`src/rtl/agm_pkg.sv`:
```
// constants for the address/gpio and clock-out pin multiplexer
package agm_pkg;
    // register byte offsets
    localparam logic [5:0] OFS_CKO_SEL = 6'h00;
    localparam logic [5:0] OFS_CORE_CLK = 6'h04;
    localparam logic [5:0] OFS_BUS_CTRL = 6'h08;
    localparam logic [5:0] OFS_PIN_FUNC = 6'h0C;
    localparam logic [5:0] OFS_GPIO_DIR = 6'h10;
    localparam logic [5:0] OFS_GPIO_OUT = 6'h14;
    localparam logic [5:0] OFS_GPIO_IN = 6'h18;
    localparam logic [5:0] OFS_PUR_A = 6'h1C;
    localparam logic [5:0] OFS_PUR_E = 6'h20;
    localparam logic [5:0] OFS_STATUS = 6'h24;

    // field positions
    localparam int BIT_PLL_REF = 0;
    localparam int BIT_DRIVE_KEEP = 0;
    localparam int BIT_ST_OSC_EXT = 0;
    localparam int BIT_ST_BUS_ACT = 1;

    // shared pin count and port bit of each shared pin
    localparam int NPIN = 9;
    localparam int PA_LOW_BASE = 8;
    localparam int PE_BASE = 2;
    localparam int PA_A8_BIT = 0;

    // values after reset
    localparam logic [2:0] RST_CKO_SEL = 3'h0;
    localparam logic RST_PLL_REF = 1'b0;
    localparam logic RST_DRIVE_KEEP = 1'b0;
    localparam logic [8:0] RST_PIN_FUNC = 9'h1FF;
    localparam logic [8:0] RST_GPIO_DIR = 9'h000;
    localparam logic [8:0] RST_GPIO_OUT = 9'h000;
    localparam logic [15:0] RST_PUR = 16'hFFFF;

    // clock-out selector codes
    typedef enum logic [2:0] {
        CKO_OFF = 3'h0,
        CKO_MSTR = 3'h1,
        CKO_PERIPH = 3'h2,
        CKO_OSC = 3'h3,
        CKO_PRESCALE = 3'h4,
        CKO_POSTSCALE = 3'h5,
        CKO_TEST0 = 3'h6,
        CKO_TEST1 = 3'h7
    } agm_cko_sel_t;
endpackage

```
`src/rtl/agm_pin_sync.sv`:
```
// three-stage pin input synchroniser with agreement filter
`timescale 1ns/100ps
`default_nettype none
module agm_pin_sync #(
    parameter int W = 1
) (
    // clock and reset
    input wire logic clk_i,
    input wire logic rst_i,
    // raw and filtered levels
    input wire logic [W-1:0] pin_i,
    output logic [W-1:0] level_o
);
    logic [W-1:0] s1_r;
    logic [W-1:0] s2_r;
    logic [W-1:0] s3_r;
    logic [W-1:0] level_r;

    always_ff @(posedge clk_i) begin
        if (rst_i) begin
            s1_r <= '0;
            s2_r <= '0;
            s3_r <= '0;
        end else begin
            s1_r <= pin_i;
            s2_r <= s1_r;
            s3_r <= s2_r;
        end
    end

    // a change counts once stages two and three agree
    always_ff @(posedge clk_i) begin
        if (rst_i) begin
            level_r <= '0;
        end else begin
            for (int i = 0; i < W; i++) begin
                if (s2_r[i] == s3_r[i]) begin
                    level_r[i] <= s3_r[i];
                end
            end
        end
    end

    assign level_o = level_r;
endmodule
`default_nettype wire

```
`src/rtl/agm_pin_mux.sv`:
```
// address/gpio pin multiplexer and clock-out selector, wishbone registers
//
// Behaviour
// - the clock-out pin drives a clock picked by software: off, master, peripheral bus, oscillator, prescaler or postscaler.
// - further selector codes route test clocks to the clock-out pin and are not meant for normal use.
// - software chooses whether the oscillator clock feeds the core directly or is the PLL reference.
// - address lines 0 to 5 drive external memory address bits and otherwise act as port A bits 8 to 13.
// - every shared pin is separately a gpio input or output once taken away from its address function.
// - address lines 6 and 7 share pins with port E bits 2 and 3, whose inputs are schmitt filtered.
// - address line 8 drives an address bit and shares its pin with port A bit 0.
// - after reset every shared pin is in its address function.
// - with the drive-keep bit clear the address and bus control drivers float while the bus is idle.
// - clearing bit n of the port A pull-up register turns off the pull-up on port A pin n.
// - clearing bit n of the port E pull-up register turns off the pull-up on port E pin n.
// - the clock-mode pin at one takes an external clock on the crystal-out pin, at zero runs the crystal oscillator.
`timescale 1ns/100ps
`default_nettype none
module agm_pin_mux #(
    parameter int NP = 9
) (
    // clock and reset
    input wire logic clk_i,
    input wire logic rst_i,
    // wishbone slave
    input wire logic cyc_i,
    input wire logic stb_i,
    input wire logic we_i,
    input wire logic [5:0] adr_i,
    input wire logic [3:0] sel_i,
    input wire logic [31:0] dat_i,
    output logic [31:0] dat_o,
    output logic ack_o,
    // external memory interface side
    input wire logic [NP-1:0] xmem_addr_i,
    input wire logic xmem_bus_active_i,
    output logic xmem_ctrl_oe_o,
    // shared pins, index n is address line n
    input wire logic [NP-1:0] pin_in_i,
    output logic [NP-1:0] pin_out_o,
    output logic [NP-1:0] pin_oe_o,
    output logic [NP-1:0] pin_pullup_en_o,
    // clock sources and clock-out pin
    input wire logic master_system_clock_i,
    input wire logic periph_clk_i,
    input wire logic osc_clk_i,
    input wire logic prescale_clk_i,
    input wire logic postscale_clk_i,
    input wire logic [1:0] test_clk_i,
    output logic clock_out_pin_o,
    output logic clock_out_pin_oe_o,
    // oscillator and core clock control
    input wire logic osc_source_select_i,
    output logic osc_ext_clock_o,
    output logic osc_crystal_en_o,
    output logic core_clk_pll_ref_o
);
    logic [2:0] clock_out_select_reg_r;
    logic pll_ref_r;
    logic bus_drive_keep_r;
    logic [8:0] pin_func_r;
    logic [8:0] gpio_dir_r;
    logic [8:0] gpio_out_r;
    logic [15:0] port_a_pullup_enable_r;
    logic [15:0] port_e_pullup_enable_r;
    logic ack_r;
    logic [31:0] dat_r;
    logic [31:0] rd_nxt;
    logic [NP-1:0] pin_out_r;
    logic [NP-1:0] pin_oe_r;
    logic [NP-1:0] pur_sel;
    logic [NP-1:0] pin_level;
    logic [1:0] mode_level;
    logic osc_ext_r;
    logic ctrl_oe_r;
    logic cko_oe_r;
    logic cko_mux;
    logic wr_go;
    logic bus_drive;

    // byte-lane merge of a write into a stored word
    function automatic logic [31:0] merge(input logic [31:0] old,
                                          input logic [31:0] nw,
                                          input logic [3:0] sel);
        logic [31:0] res;
        res = old;
        for (int b = 0; b < 4; b++) begin
            if (sel[b]) begin
                res[b*8 +: 8] = nw[b*8 +: 8];
            end
        end
        return res;
    endfunction

    // pull-up bit of the owning port for shared pin n
    function automatic logic pur_of(input int n,
                                    input logic [15:0] pa,
                                    input logic [15:0] pe);
        logic res;
        res = 1'b1;
        if (n < 6) begin
            res = pa[agm_pkg::PA_LOW_BASE + n];
        end else if (n < 8) begin
            res = pe[agm_pkg::PE_BASE + n - 6];
        end else begin
            res = pa[agm_pkg::PA_A8_BIT];
        end
        return res;
    endfunction

    // pin inputs, schmitt pins included, and the clock-mode strap
    agm_pin_sync #(
        .W(NP)
    ) u_pin_sync (
        .clk_i(clk_i),
        .rst_i(rst_i),
        .pin_i(pin_in_i),
        .level_o(pin_level)
    );

    agm_pin_sync #(
        .W(2)
    ) u_mode_sync (
        .clk_i(clk_i),
        .rst_i(rst_i),
        .pin_i({xmem_bus_active_i, osc_source_select_i}),
        .level_o(mode_level)
    );

    // wishbone: ack one cycle after the request, write lands with ack
    assign wr_go = cyc_i && stb_i && we_i && ack_r;

    always_ff @(posedge clk_i) begin
        if (rst_i) begin
            ack_r <= 1'b0;
        end else begin
            ack_r <= cyc_i && stb_i && !ack_r;
        end
    end

    always_comb begin
        rd_nxt = 32'h0000_0000;
        unique case (adr_i)
            agm_pkg::OFS_CKO_SEL: rd_nxt[2:0] = clock_out_select_reg_r;
            agm_pkg::OFS_CORE_CLK: rd_nxt[agm_pkg::BIT_PLL_REF] = pll_ref_r;
            agm_pkg::OFS_BUS_CTRL: begin
                rd_nxt[agm_pkg::BIT_DRIVE_KEEP] = bus_drive_keep_r;
            end
            agm_pkg::OFS_PIN_FUNC: rd_nxt[8:0] = pin_func_r;
            agm_pkg::OFS_GPIO_DIR: rd_nxt[8:0] = gpio_dir_r;
            agm_pkg::OFS_GPIO_OUT: rd_nxt[8:0] = gpio_out_r;
            agm_pkg::OFS_GPIO_IN: rd_nxt[8:0] = pin_level;
            agm_pkg::OFS_PUR_A: rd_nxt[15:0] = port_a_pullup_enable_r;
            agm_pkg::OFS_PUR_E: rd_nxt[15:0] = port_e_pullup_enable_r;
            agm_pkg::OFS_STATUS: begin
                rd_nxt[agm_pkg::BIT_ST_OSC_EXT] = mode_level[0];
                rd_nxt[agm_pkg::BIT_ST_BUS_ACT] = mode_level[1];
            end
            default: rd_nxt = 32'h0000_0000;
        endcase
    end

    always_ff @(posedge clk_i) begin
        if (rst_i) begin
            dat_r <= 32'h0000_0000;
        end else if (cyc_i && stb_i && !ack_r) begin
            dat_r <= rd_nxt;
        end
    end

    // clock selection registers
    always_ff @(posedge clk_i) begin
        if (rst_i) begin
            clock_out_select_reg_r <= agm_pkg::RST_CKO_SEL;
            pll_ref_r <= agm_pkg::RST_PLL_REF;
        end else if (wr_go && adr_i == agm_pkg::OFS_CKO_SEL && sel_i[0]) begin
            clock_out_select_reg_r <= dat_i[2:0];
        end else if (wr_go && adr_i == agm_pkg::OFS_CORE_CLK && sel_i[0]) begin
            pll_ref_r <= dat_i[agm_pkg::BIT_PLL_REF];
        end
    end

    // bus drive control
    always_ff @(posedge clk_i) begin
        if (rst_i) begin
            bus_drive_keep_r <= agm_pkg::RST_DRIVE_KEEP;
        end else if (wr_go && adr_i == agm_pkg::OFS_BUS_CTRL && sel_i[0]) begin
            bus_drive_keep_r <= dat_i[agm_pkg::BIT_DRIVE_KEEP];
        end
    end

    // pin function and gpio registers, address function after reset
    always_ff @(posedge clk_i) begin
        if (rst_i) begin
            pin_func_r <= agm_pkg::RST_PIN_FUNC;
            gpio_dir_r <= agm_pkg::RST_GPIO_DIR;
            gpio_out_r <= agm_pkg::RST_GPIO_OUT;
        end else if (wr_go) begin
            if (adr_i == agm_pkg::OFS_PIN_FUNC) begin
                pin_func_r <= 9'(merge({23'h0, pin_func_r}, dat_i, sel_i));
            end
            if (adr_i == agm_pkg::OFS_GPIO_DIR) begin
                gpio_dir_r <= 9'(merge({23'h0, gpio_dir_r}, dat_i, sel_i));
            end
            if (adr_i == agm_pkg::OFS_GPIO_OUT) begin
                gpio_out_r <= 9'(merge({23'h0, gpio_out_r}, dat_i, sel_i));
            end
        end
    end

    // pull-up enable registers, all on after reset
    always_ff @(posedge clk_i) begin
        if (rst_i) begin
            port_a_pullup_enable_r <= agm_pkg::RST_PUR;
            port_e_pullup_enable_r <= agm_pkg::RST_PUR;
        end else if (wr_go) begin
            if (adr_i == agm_pkg::OFS_PUR_A) begin
                port_a_pullup_enable_r <= 16'(merge(
                    {16'h0, port_a_pullup_enable_r}, dat_i, sel_i));
            end
            if (adr_i == agm_pkg::OFS_PUR_E) begin
                port_e_pullup_enable_r <= 16'(merge(
                    {16'h0, port_e_pullup_enable_r}, dat_i, sel_i));
            end
        end
    end

    // drivers float while idle unless drive-keep is set
    // bus active is same-clock logic: no sync, so no late enable
    assign bus_drive = xmem_bus_active_i || bus_drive_keep_r;

    generate
        for (genvar n = 0; n < NP; n++) begin : g_pin
            assign pur_sel[n] = pur_of(n, port_a_pullup_enable_r,
                                       port_e_pullup_enable_r);
            always_ff @(posedge clk_i) begin
                if (rst_i) begin
                    pin_out_r[n] <= 1'b0;
                    pin_oe_r[n] <= 1'b0;
                end else if (pin_func_r[n]) begin
                    pin_out_r[n] <= xmem_addr_i[n];
                    pin_oe_r[n] <= bus_drive;
                end else begin
                    pin_out_r[n] <= gpio_out_r[n];
                    pin_oe_r[n] <= gpio_dir_r[n];
                end
            end
        end
    endgenerate

    always_ff @(posedge clk_i) begin
        if (rst_i) begin
            ctrl_oe_r <= 1'b0;
            osc_ext_r <= 1'b0;
            cko_oe_r <= 1'b0;
        end else begin
            ctrl_oe_r <= bus_drive;
            osc_ext_r <= mode_level[0];
            cko_oe_r <= clock_out_select_reg_r != agm_pkg::CKO_OFF;
        end
    end

    // clock-out mux; test codes route the test clocks
    always_comb begin
        cko_mux = 1'b0;
        unique case (agm_pkg::agm_cko_sel_t'(clock_out_select_reg_r))
            agm_pkg::CKO_OFF: cko_mux = 1'b0;
            agm_pkg::CKO_MSTR: cko_mux = master_system_clock_i;
            agm_pkg::CKO_PERIPH: cko_mux = periph_clk_i;
            agm_pkg::CKO_OSC: cko_mux = osc_clk_i;
            agm_pkg::CKO_PRESCALE: cko_mux = prescale_clk_i;
            agm_pkg::CKO_POSTSCALE: cko_mux = postscale_clk_i;
            agm_pkg::CKO_TEST0: cko_mux = test_clk_i[0];
            agm_pkg::CKO_TEST1: cko_mux = test_clk_i[1];
        endcase
    end

    assign dat_o = dat_r;
    assign ack_o = ack_r;
    assign xmem_ctrl_oe_o = ctrl_oe_r;
    assign pin_out_o = pin_out_r;
    assign pin_oe_o = pin_oe_r;
    assign pin_pullup_en_o = pur_sel;
    assign clock_out_pin_o = cko_oe_r && !rst_i && cko_mux;
    assign clock_out_pin_oe_o = cko_oe_r;
    assign osc_ext_clock_o = osc_ext_r;
    assign osc_crystal_en_o = !osc_ext_r;
    assign core_clk_pll_ref_o = pll_ref_r;
endmodule
`default_nettype wire

```
`config.mk`:
```
export PLATFORM = sky130hd
export DESIGN_NAME = agm_pin_mux
export DESIGN_NICKNAME = d
export VERILOG_FILES = /design/src/rtl/agm_pkg.sv /design/src/rtl/agm_pin_sync.sv /design/src/rtl/agm_pin_mux.sv
export SDC_FILE = /design/constraint.sdc
export NUM_CORES = 1
export LEC_CHECK = 0
export ABC_AREA = 1
export BUFFER_PORTS_ARGS = -buffer_cell sky130_fd_sc_hd__buf_2
export CORE_MARGIN = 1.5
export CORE_UTILIZATION = 48
export CTS_CLUSTER_SIZE = 24
export DETAILED_ROUTE_END_ITERATION = 8
export GPL_ROUTABILITY_DRIVEN = 0
export PLACE_DENSITY = 0.76
export SLEW_MARGIN = 15
export SYNTH_ARGS = -nofsm -noshare
export SYNTH_HDL_FRONTEND = slang
export SYNTH_SLANG_ARGS = --single-unit
```
`constraint.sdc`:
```
create_clock -name clk_i -period 1.4 [get_ports clk_i]
set_clock_uncertainty 0.15 [all_clocks]
set_input_delay 0 -clock clk_i [delete_from_list [all_inputs] [get_ports clk_i]]
set_output_delay 0 -clock clk_i [all_outputs]
set_load 0.1 [all_outputs]
```
==> results of run 1 <==
## cells in the final DEF (no fill, tap or decap), types with 2 or more instances in the layout
| cell | netlist | final |
|---|---|---|
| a211oi_1 | 8 | 8 |
| a21oi_1 | 54 | 43 |
| a21oi_2 | 2 | 13 |
| a31o_1 | 3 | 3 |
| buf_12 | 0 | 9 |
| buf_2 | 5 | 95 |
| buf_4 | 29 | 35 |
| buf_6 | 1 | 11 |
| bufinv_16 | 0 | 3 |
| clkbuf_1 | 13 | 2 |
| clkbuf_16 | 0 | 18 |
| clkbuf_4 | 0 | 8 |
| clkbuf_8 | 0 | 3 |
| clkinv_2 | 0 | 2 |
| clkinvlp_4 | 0 | 4 |
| conb_1 | 1 | 16 |
| dfxtp_1 | 146 | 136 |
| dfxtp_2 | 0 | 6 |
| dfxtp_4 | 0 | 4 |
| dlygate4sd3_1 | 0 | 53 |
| inv_1 | 86 | 78 |
| inv_2 | 7 | 8 |
| inv_4 | 1 | 4 |
| inv_8 | 0 | 2 |
| nand2_1 | 118 | 99 |
| nand2_2 | 4 | 17 |
| nand2_4 | 2 | 5 |
| nand2_8 | 0 | 3 |
| nand3_1 | 46 | 38 |
| nand3_2 | 1 | 9 |
| nand4_1 | 4 | 4 |
| nor2_1 | 120 | 115 |
| nor2_2 | 5 | 4 |
| nor2_4 | 8 | 15 |
| o211ai_1 | 6 | 6 |
| o21ai_0 | 71 | 41 |
| o21ai_1 | 6 | 23 |
| o21ai_2 | 2 | 14 |
| o221ai_1 | 3 | 3 |
## cells by family after synthesis
kind of cell / Yosys count
buffers and inverters: 143
DFF: 146
and+or+nand+nor: 310
other: 1
AOI/OAI and AO/OA: 157
## synth_stat cells, drive strengths merged
| master | count |
|---|---|
| o211ai | 6 |
| a211oi | 8 |
| a311oi | 1 |
| o221ai | 3 |
| dfxtp | 146 |
| o22ai | 1 |
| buf | 36 |
| nor2 | 134 |
| nand4 | 4 |
| or2 | 1 |
| a31o | 3 |
| a21oi | 56 |
| inv | 94 |
| o21ai | 79 |
| nand3 | 47 |
| conb | 1 |
| nand2 | 124 |
| clkbuf | 13 |
## state kept, by name (all words and copies together) (netlist names), 3 cells and up
| signal | count |
|---|---|
| gpio_out_r | 9 |
| u_pin_sync.level_o | 9 |
| u_pin_sync.s2_r | 9 |
| port_e_pullup_enable_r | 16 |
| u_pin_sync.s1_r | 9 |
| pin_func_r | 9 |
| clock_out_select_reg_r | 3 |
| gpio_dir_r | 9 |
| pin_out_o | 9 |
| port_a_pullup_enable_r | 16 |
| u_pin_sync.s3_r | 9 |
| dat_o | 16 |
| pin_oe_o | 9 |
## cell type report
class	instances	area share, %
inverters	94	4.617
well taps	143	2.144
multi-input cells	484	30.92
repair buffers	211	19.56
clock inverters	8	1.484
flip-flops and latches	146	35.29
clock buffers	23	5.981
## worst register-to-register path, delay by kind of cell (launching register included)
kind	cells	cell delay [ns]
flops	1	0.37
simple gates	6	0.61
buf+inv	2	0.33
## layer usage
| layer | vias up | track usage [%] | share of wire, % |
|---|---|---|---|
| li1 | 2791 | - | - |
| met1 | 2664 | 31.93 | 41 |
| met2 | 279 | 41.54 | 48 |
| met3 | 53 | 6.695 | 7.5 |
| met4 | 2 | 10.25 | 3.2 |
| met5 | - | 0 | 0.076 |
## power breakdown
| part | total (W) | switching (W) | internal (W) | leakage (nW) |
|---|---|---|---|---|
| combinational | 0.00134 | 0.000994 | 0.000345 | 2.39 |
| clock | 0.00477 | 0.00173 | 0.00304 | 0.300 |
| sequential | 0.00429 | 0.0000383 | 0.00425 | 1.20 |
## stage by stage
stage,hold WS (ns),area [sq um]
global placement,0.05036,6696
detailed placement,0.05776,6696
finish,0.008272,8347
floorplan,-0.04303,5936
CTS,-0.002011,7968
global route,0.04110,8347
## path summary, 6_finish.rpt
kind         cells past startpoint                                   start                                      to
max                              7  clock_out_select_reg_r[1]$_SDFFE_PP0P_                         clock_out_pin_o
min                              6                                adr_i[3]              pin_func_r[8]$_SDFFE_PP1P_
max reg2reg                      8                        ack_o$_SDFF_PP0_  port_a_pullup_enable_r[1]$_SDFFE_PP1P_
min reg2reg                      2           u_pin_sync.s1_r[6]$_SDFF_PP0_           u_pin_sync.s2_r[6]$_SDFF_PP0_
## what timing repair did
action,CTS,global route
setup buffers,4,7
gates resized for setup,21,101
cloned,0,2
endpoints found under the setup margin,13,89
hold buffers,55,1
pin swaps,3,30
hold endpoints to repair,129,32
==> summary.txt, run 1 <==
Placed design
  – DP Cell Count: 1,012
  – Worst slack at placement: -0.09457 ns
  – Dpl hpwl: 10,070 um
  – Port bufs: 105

Die
  – I/O pins: 140
  – Initial Util: approximately 50%
  – Die width: 113.0 um
  – Die area: 0.01276 sq mm
  – DIE HEIGHT: 113.0 um
  – Cell Rows: 39
  – Core box area: ~0.012 sq mm

Synth
  – Area leader, netlist: dfxtp_1
  – Post-synthesis area per instance: 7.669 sq um
  – Mux contribution to synthesized area: 0%
  – Synth Area in Compound Gates: 14.87%
  – Largest family of logic cells by synthesized area: simple AND/OR/NAND/NOR gates
  – Netlist cell types: 32
  – Adder-Cell Fraction of Synth Area: 0%
  – Post-Synth Simple-Gate Area: 23.32%
  – Post-synthesis cell area: around 0.0058 sq mm
  – Top cell type's share of synthesized area: 50.34%
  – Seq/Total Area, Yosys: 50.34%
  – Xor/xnor share of the synthesized area: 0%
  – Flops & latches, synth: 146
  – Mapped Cells: 757
  – Synth top area cells: dfxtp_1 (50%), nor2_1 (7.8%), nand2_1 (7.6%)
  – YS warnings: 0

Finish
  – # diodes: 0
  – Fraction of layout instances using a drive strength above 1: 30.75%
  – Finished Layout Cells: 1,109
  – Synthesis-to-layout area growth: 43.77%
  – Nets: 1,028
  – Core Util, Final: 71.87%
  – # fillers: about 850
  – Multi-input combinational cell area: 0.002581 sq mm
  – Flip-flop and latch area: approximately 0.0029 sq mm

Setup path
  – Critical path buffers and inverters: 3
  – CP top delay family: simple AND/OR/NAND/NOR gates
  – Crit path arrival time: about 1.6 ns
  – CP required: 1.25 ns
  – Worst path cell trace: inv_2, buf_4, nand3_1, nand4_1, nand3_1, nor2_4, buf_12
  – Worst path max stage delay: 0.37 ns
  – R2r setup slk: -0.12 ns
  – CP Launch Type: register
  – Crit Path Category: register to primary output
  – Crit end category: primary output
  – Cell mode on critical path: nand3_1
  – Slowest-stage cell, CP: dfxtp_4
  – Maximum fanout along the worst path: 5

Pwr
  – Power Dens Cells: ~1200 mW/mm^2
  – Maximum VDD drop: 0.9692 mV
  – P_leak: between 3 and 4 nW
  – Total Power: 0.01039 W

Routing
  – DRC Markers: 0
  – Total number of vias: 5,789
  – Post-Route WL: approximately 17,000 um
  – Vias per std cell: approximately 5.2
  – DRT Pass-1 Iters: 6
  – Post-detailed-route count of antenna-violating nets: 0
  – WL/cell: 15.47 um
  – Initial drt markers: 427

GRT
  – Overall routing resource usage: between 20 and 30%
  – Global route overflow: 0
  – First-pass GRT wire length: 25,410 um
  – Vias in the first global route: 5,281
  – Largest net degree at the start of global routing: 50
  – Antenna violations before repair: 1

Clock tree
  – CTS Sinks: 146
  – CTS clk-pin slew, worst paths: 0.06 ns
  – Clock Latency Late Sink: 0.43 ns
  – CTS tree: done
  – Max Buffers Root-to-Sink: 2
  – CTS buffer count: 17
  – Clk Tree Root Cell: clkbuf_16
  – CTS HTree Levels: 4

Timing
  – Final period utilization: 126.1%
  – F_max: approximately 0.57 GHz
  – RSZ-0062 raised after global routing: yes
  – Final-report setup violation count: 67
  – Tmin final: 1.765 ns
  – Max-slew violation total from the final report: 0
  – Setup TNS: -6.029 ns
  – Hold violation total from the final report: 0
  – Final worst slack: -0.3649 ns

Run status
  – Failing checks: negative setup slack
  – Status: finished, violations left

Worst hold path
  – Hold Crit Class: input pin to register

Run
  – Max Cap Viol: 0
No activity file was read; power rests on OpenSTA's default activity.
==> inputs of run 2 (changes only) <==
==> constraint.sdc (replaced) <==
create_clock -name clk_i -period 1.4 [get_ports clk_i]
set_clock_uncertainty 0.15 [all_clocks]
set_input_delay 0.28 -clock clk_i [delete_from_list [all_inputs] [get_ports clk_i]]
set_output_delay 0.28 -clock clk_i [all_outputs]
set_load 0.1 [all_outputs]
==> summary.txt, run 2 (synthesis results as in run 1) <==
Timing
  – Final period utilization: 139.4% (+13 points)
  – Tmin final: 1.951 ns (+0.1861 ns)
  – Final worst slack: -0.5510 ns (-0.1861 ns)
  – F_max: 0.5126 GHz (-9.5%)
  – Max-slew violation total from the final report: 0 (unchanged)
  – RSZ-0062 raised after global routing: yes
  – Final-report setup violation count: 68 (+1.5%)
  – Hold violation total from the final report: 0 (unchanged)
  – Setup TNS: -4.426 ns (+1.603 ns)

Routing
  – Total number of vias: 6,026 (+4.1%)
  – DRC Markers: 0 (unchanged)
  – DRT Pass-1 Iters: 6 (unchanged)
  – Post-Route WL: 19,250 um (+12%)
  – Initial drt markers: 656 (+54%)
  – Vias per std cell: 5.508 (+5.5%)
  – Post-detailed-route count of antenna-violating nets: 0 (unchanged)
  – WL/cell: 17.59 um (+14%)

Finish
  – Multi-input combinational cell area: 0.002649 sq mm (+2.6%)
  – Most frequent cells in the layout: nor2_1 (108), dfxtp_1 (97), nand2_1 (94)
  – Flip-flop and latch area: 0.003027 sq mm (+2.8%)
  – Fraction of layout instances using a drive strength above 1: 38.80% (+8.1 points)
  – # diodes: 0 (unchanged)
  – Final instance area: 0.009086 sq mm (+8.9%)
  – # fillers: 660 (-22%)
  – Synthesis-to-layout area growth: 56.51%
  – Nets: 1,013 (-1.5%)
  – Commonest non-fill, non-tap cell in the layout: nor2_1
  – Finished Layout Cells: 1,094 (-1.4%)

Die
  – I/O pins: 140 (unchanged)
  – Die width: 113.0 um (unchanged)
  – Cell Rows: 39 (unchanged)
  – DIE HEIGHT: 113.0 um (unchanged)
  – Core box area: 0.01161 sq mm (unchanged)
  – Die area: 0.01276 sq mm (unchanged)
  – Initial Util: 49.99% (unchanged)

Clock tree
  – CTS buffer count: 17 (unchanged)
  – CTS HTree Levels: 4 (unchanged)
  – CTS clk-pin slew, worst paths: 0.06 ns (about the same)
  – Max Buffers Root-to-Sink: 2 (unchanged)
  – Clk Tree Root Cell: clkbuf_16
  – CTS Sinks: 146 (unchanged)
  – CTS tree: done
  – Clock Latency Late Sink: 0.42 ns (about the same)

Run status
  – Failing checks: negative setup slack
  – Status: finished, violations left

Setup path
  – CP required: 0.97 ns (-0.28 ns)
  – Maximum fanout along the worst path: 5 (unchanged)
  – Crit end category: primary output
  – CP Launch Type: register
  – Crit path arrival time: 1.52 ns (-0.09 ns)
  – Crit Path Category: register to primary output

GRT
  – M3 GR Usage: 7.177% (+0.48 points)
  – GRT busiest layer: met2
  – GRT met2 Usage: 44.84% (+3.3 points)
  – M1 GR Usage: 32.71% (+0.78 points)
  – First-pass GRT wire length: 27,030 um (+6.4%)
  – Global route overflow: 0 (unchanged)
  – Overall routing resource usage: 26.83% (+1.5 points)
  – Largest net degree at the start of global routing: 38 (-24%)
  – Antenna violations before repair: 0 (-1)
  – Vias in the first global route: 5,717 (+8.3%)

Pwr
  – Power Dens Cells: 1180 mW/mm^2 (-5.3%)
  – Maximum VDD drop: 1.268 mV (+31%)
  – P_leak: 4.063 nW (+4.6%)

Placed design
  – Placed Area: 0.007565 sq mm (+13%)
  – Port bufs: 105 (unchanged)
  – DP Cell Count: 1,021 (+0.89%)
  – Dpl hpwl: 10,730 um (+6.5%)

Worst hold path
  – Hold Crit Class: input pin to register

Run
  – Max Cap Viol: 0 (unchanged)
==> run 2: power breakdown <==
group / leakage, nW / internal [W] / switching (W)
Sequential: 1.21 / 0.00424 / 0.0000737
Clock: 0.312 / 0.00317 / 0.00172
Combinational: 2.54 / 0.000505 / 0.00101
Total: 4.06 / 0.00791 / 0.00281
==> run 2: final cells by class <==
| type | count | area share [%] |
|---|---|---|
| sequential | 146 | 33.31 |
| multi-input combinational | 485 | 29.15 |
| timing repair buffer | 195 | 24.19 |
| clock buffer | 22 | 5.343 |
| inverter | 94 | 4.365 |
| tap | 143 | 1.969 |
| clock inverter | 9 | 1.666 |
==> run 2: through the flow <==
step	util (%)	hold slack, ns	power (W)	worst slack [ns]
2_1_floorplan	-	0.2370	0.005277	-0.1830
3_3_place_gp	65.14	0.2392	0.005739	-0.2102
3_5_place_dp	65.14	0.2429	0.005755	-0.2699
4_1_cts	74.12	0.002631	0.01062	-0.5468
5_1_grt	78.24	0.02476	0.01100	-0.6338
6_report	78.24	0.02767	0.01072	-0.5510
==> run 2: critical path, stage by stage (launching register included) <==
cell	delay, ns
dfxtp_4	0.39
inv_4	0.04
nand3_1	0.06
nand3_1	0.07
a311oi_1	0.20
buf_4	0.16
nor2_4	0.04
buf_12	0.15
==> run 2: timing repair <==
action	CTS	global route
cloned	0	4
endpoints found under the setup margin	28	108
hold endpoints to repair	35	0
setup buffers	3	9
resized for setup	47	122
pin swaps	6	43
hold buffers	27	0
==> run 2: metal layers <==
| layer | vias to the layer above | wire [um] |
|---|---|---|
| li1 | 2760 | - |
| met1 | 2770 | 7088 |
| met2 | 399 | 9258 |
| met3 | 97 | 1999 |
| met4 | 0 | 900 |
| met5 | - | 0 |
==> run 2: final timing paths <==
kind	start	end	slack [ns]	cells past startpoint
min	rst_i	clock_out_pin_oe_o$_SDFF_PP0_	0.03	2
max reg2reg	ack_o$_SDFF_PP0_	port_e_pullup_enable_r[15]$_SDFFE_PP1P_	-0.18	8
max	clock_out_select_reg_r[0]$_SDFFE_PP0P_	clock_out_pin_o	-0.55	7
min reg2reg	u_pin_sync.s1_r[8]$_SDFF_PP0_	u_pin_sync.s2_r[8]$_SDFF_PP0_	0.25	2
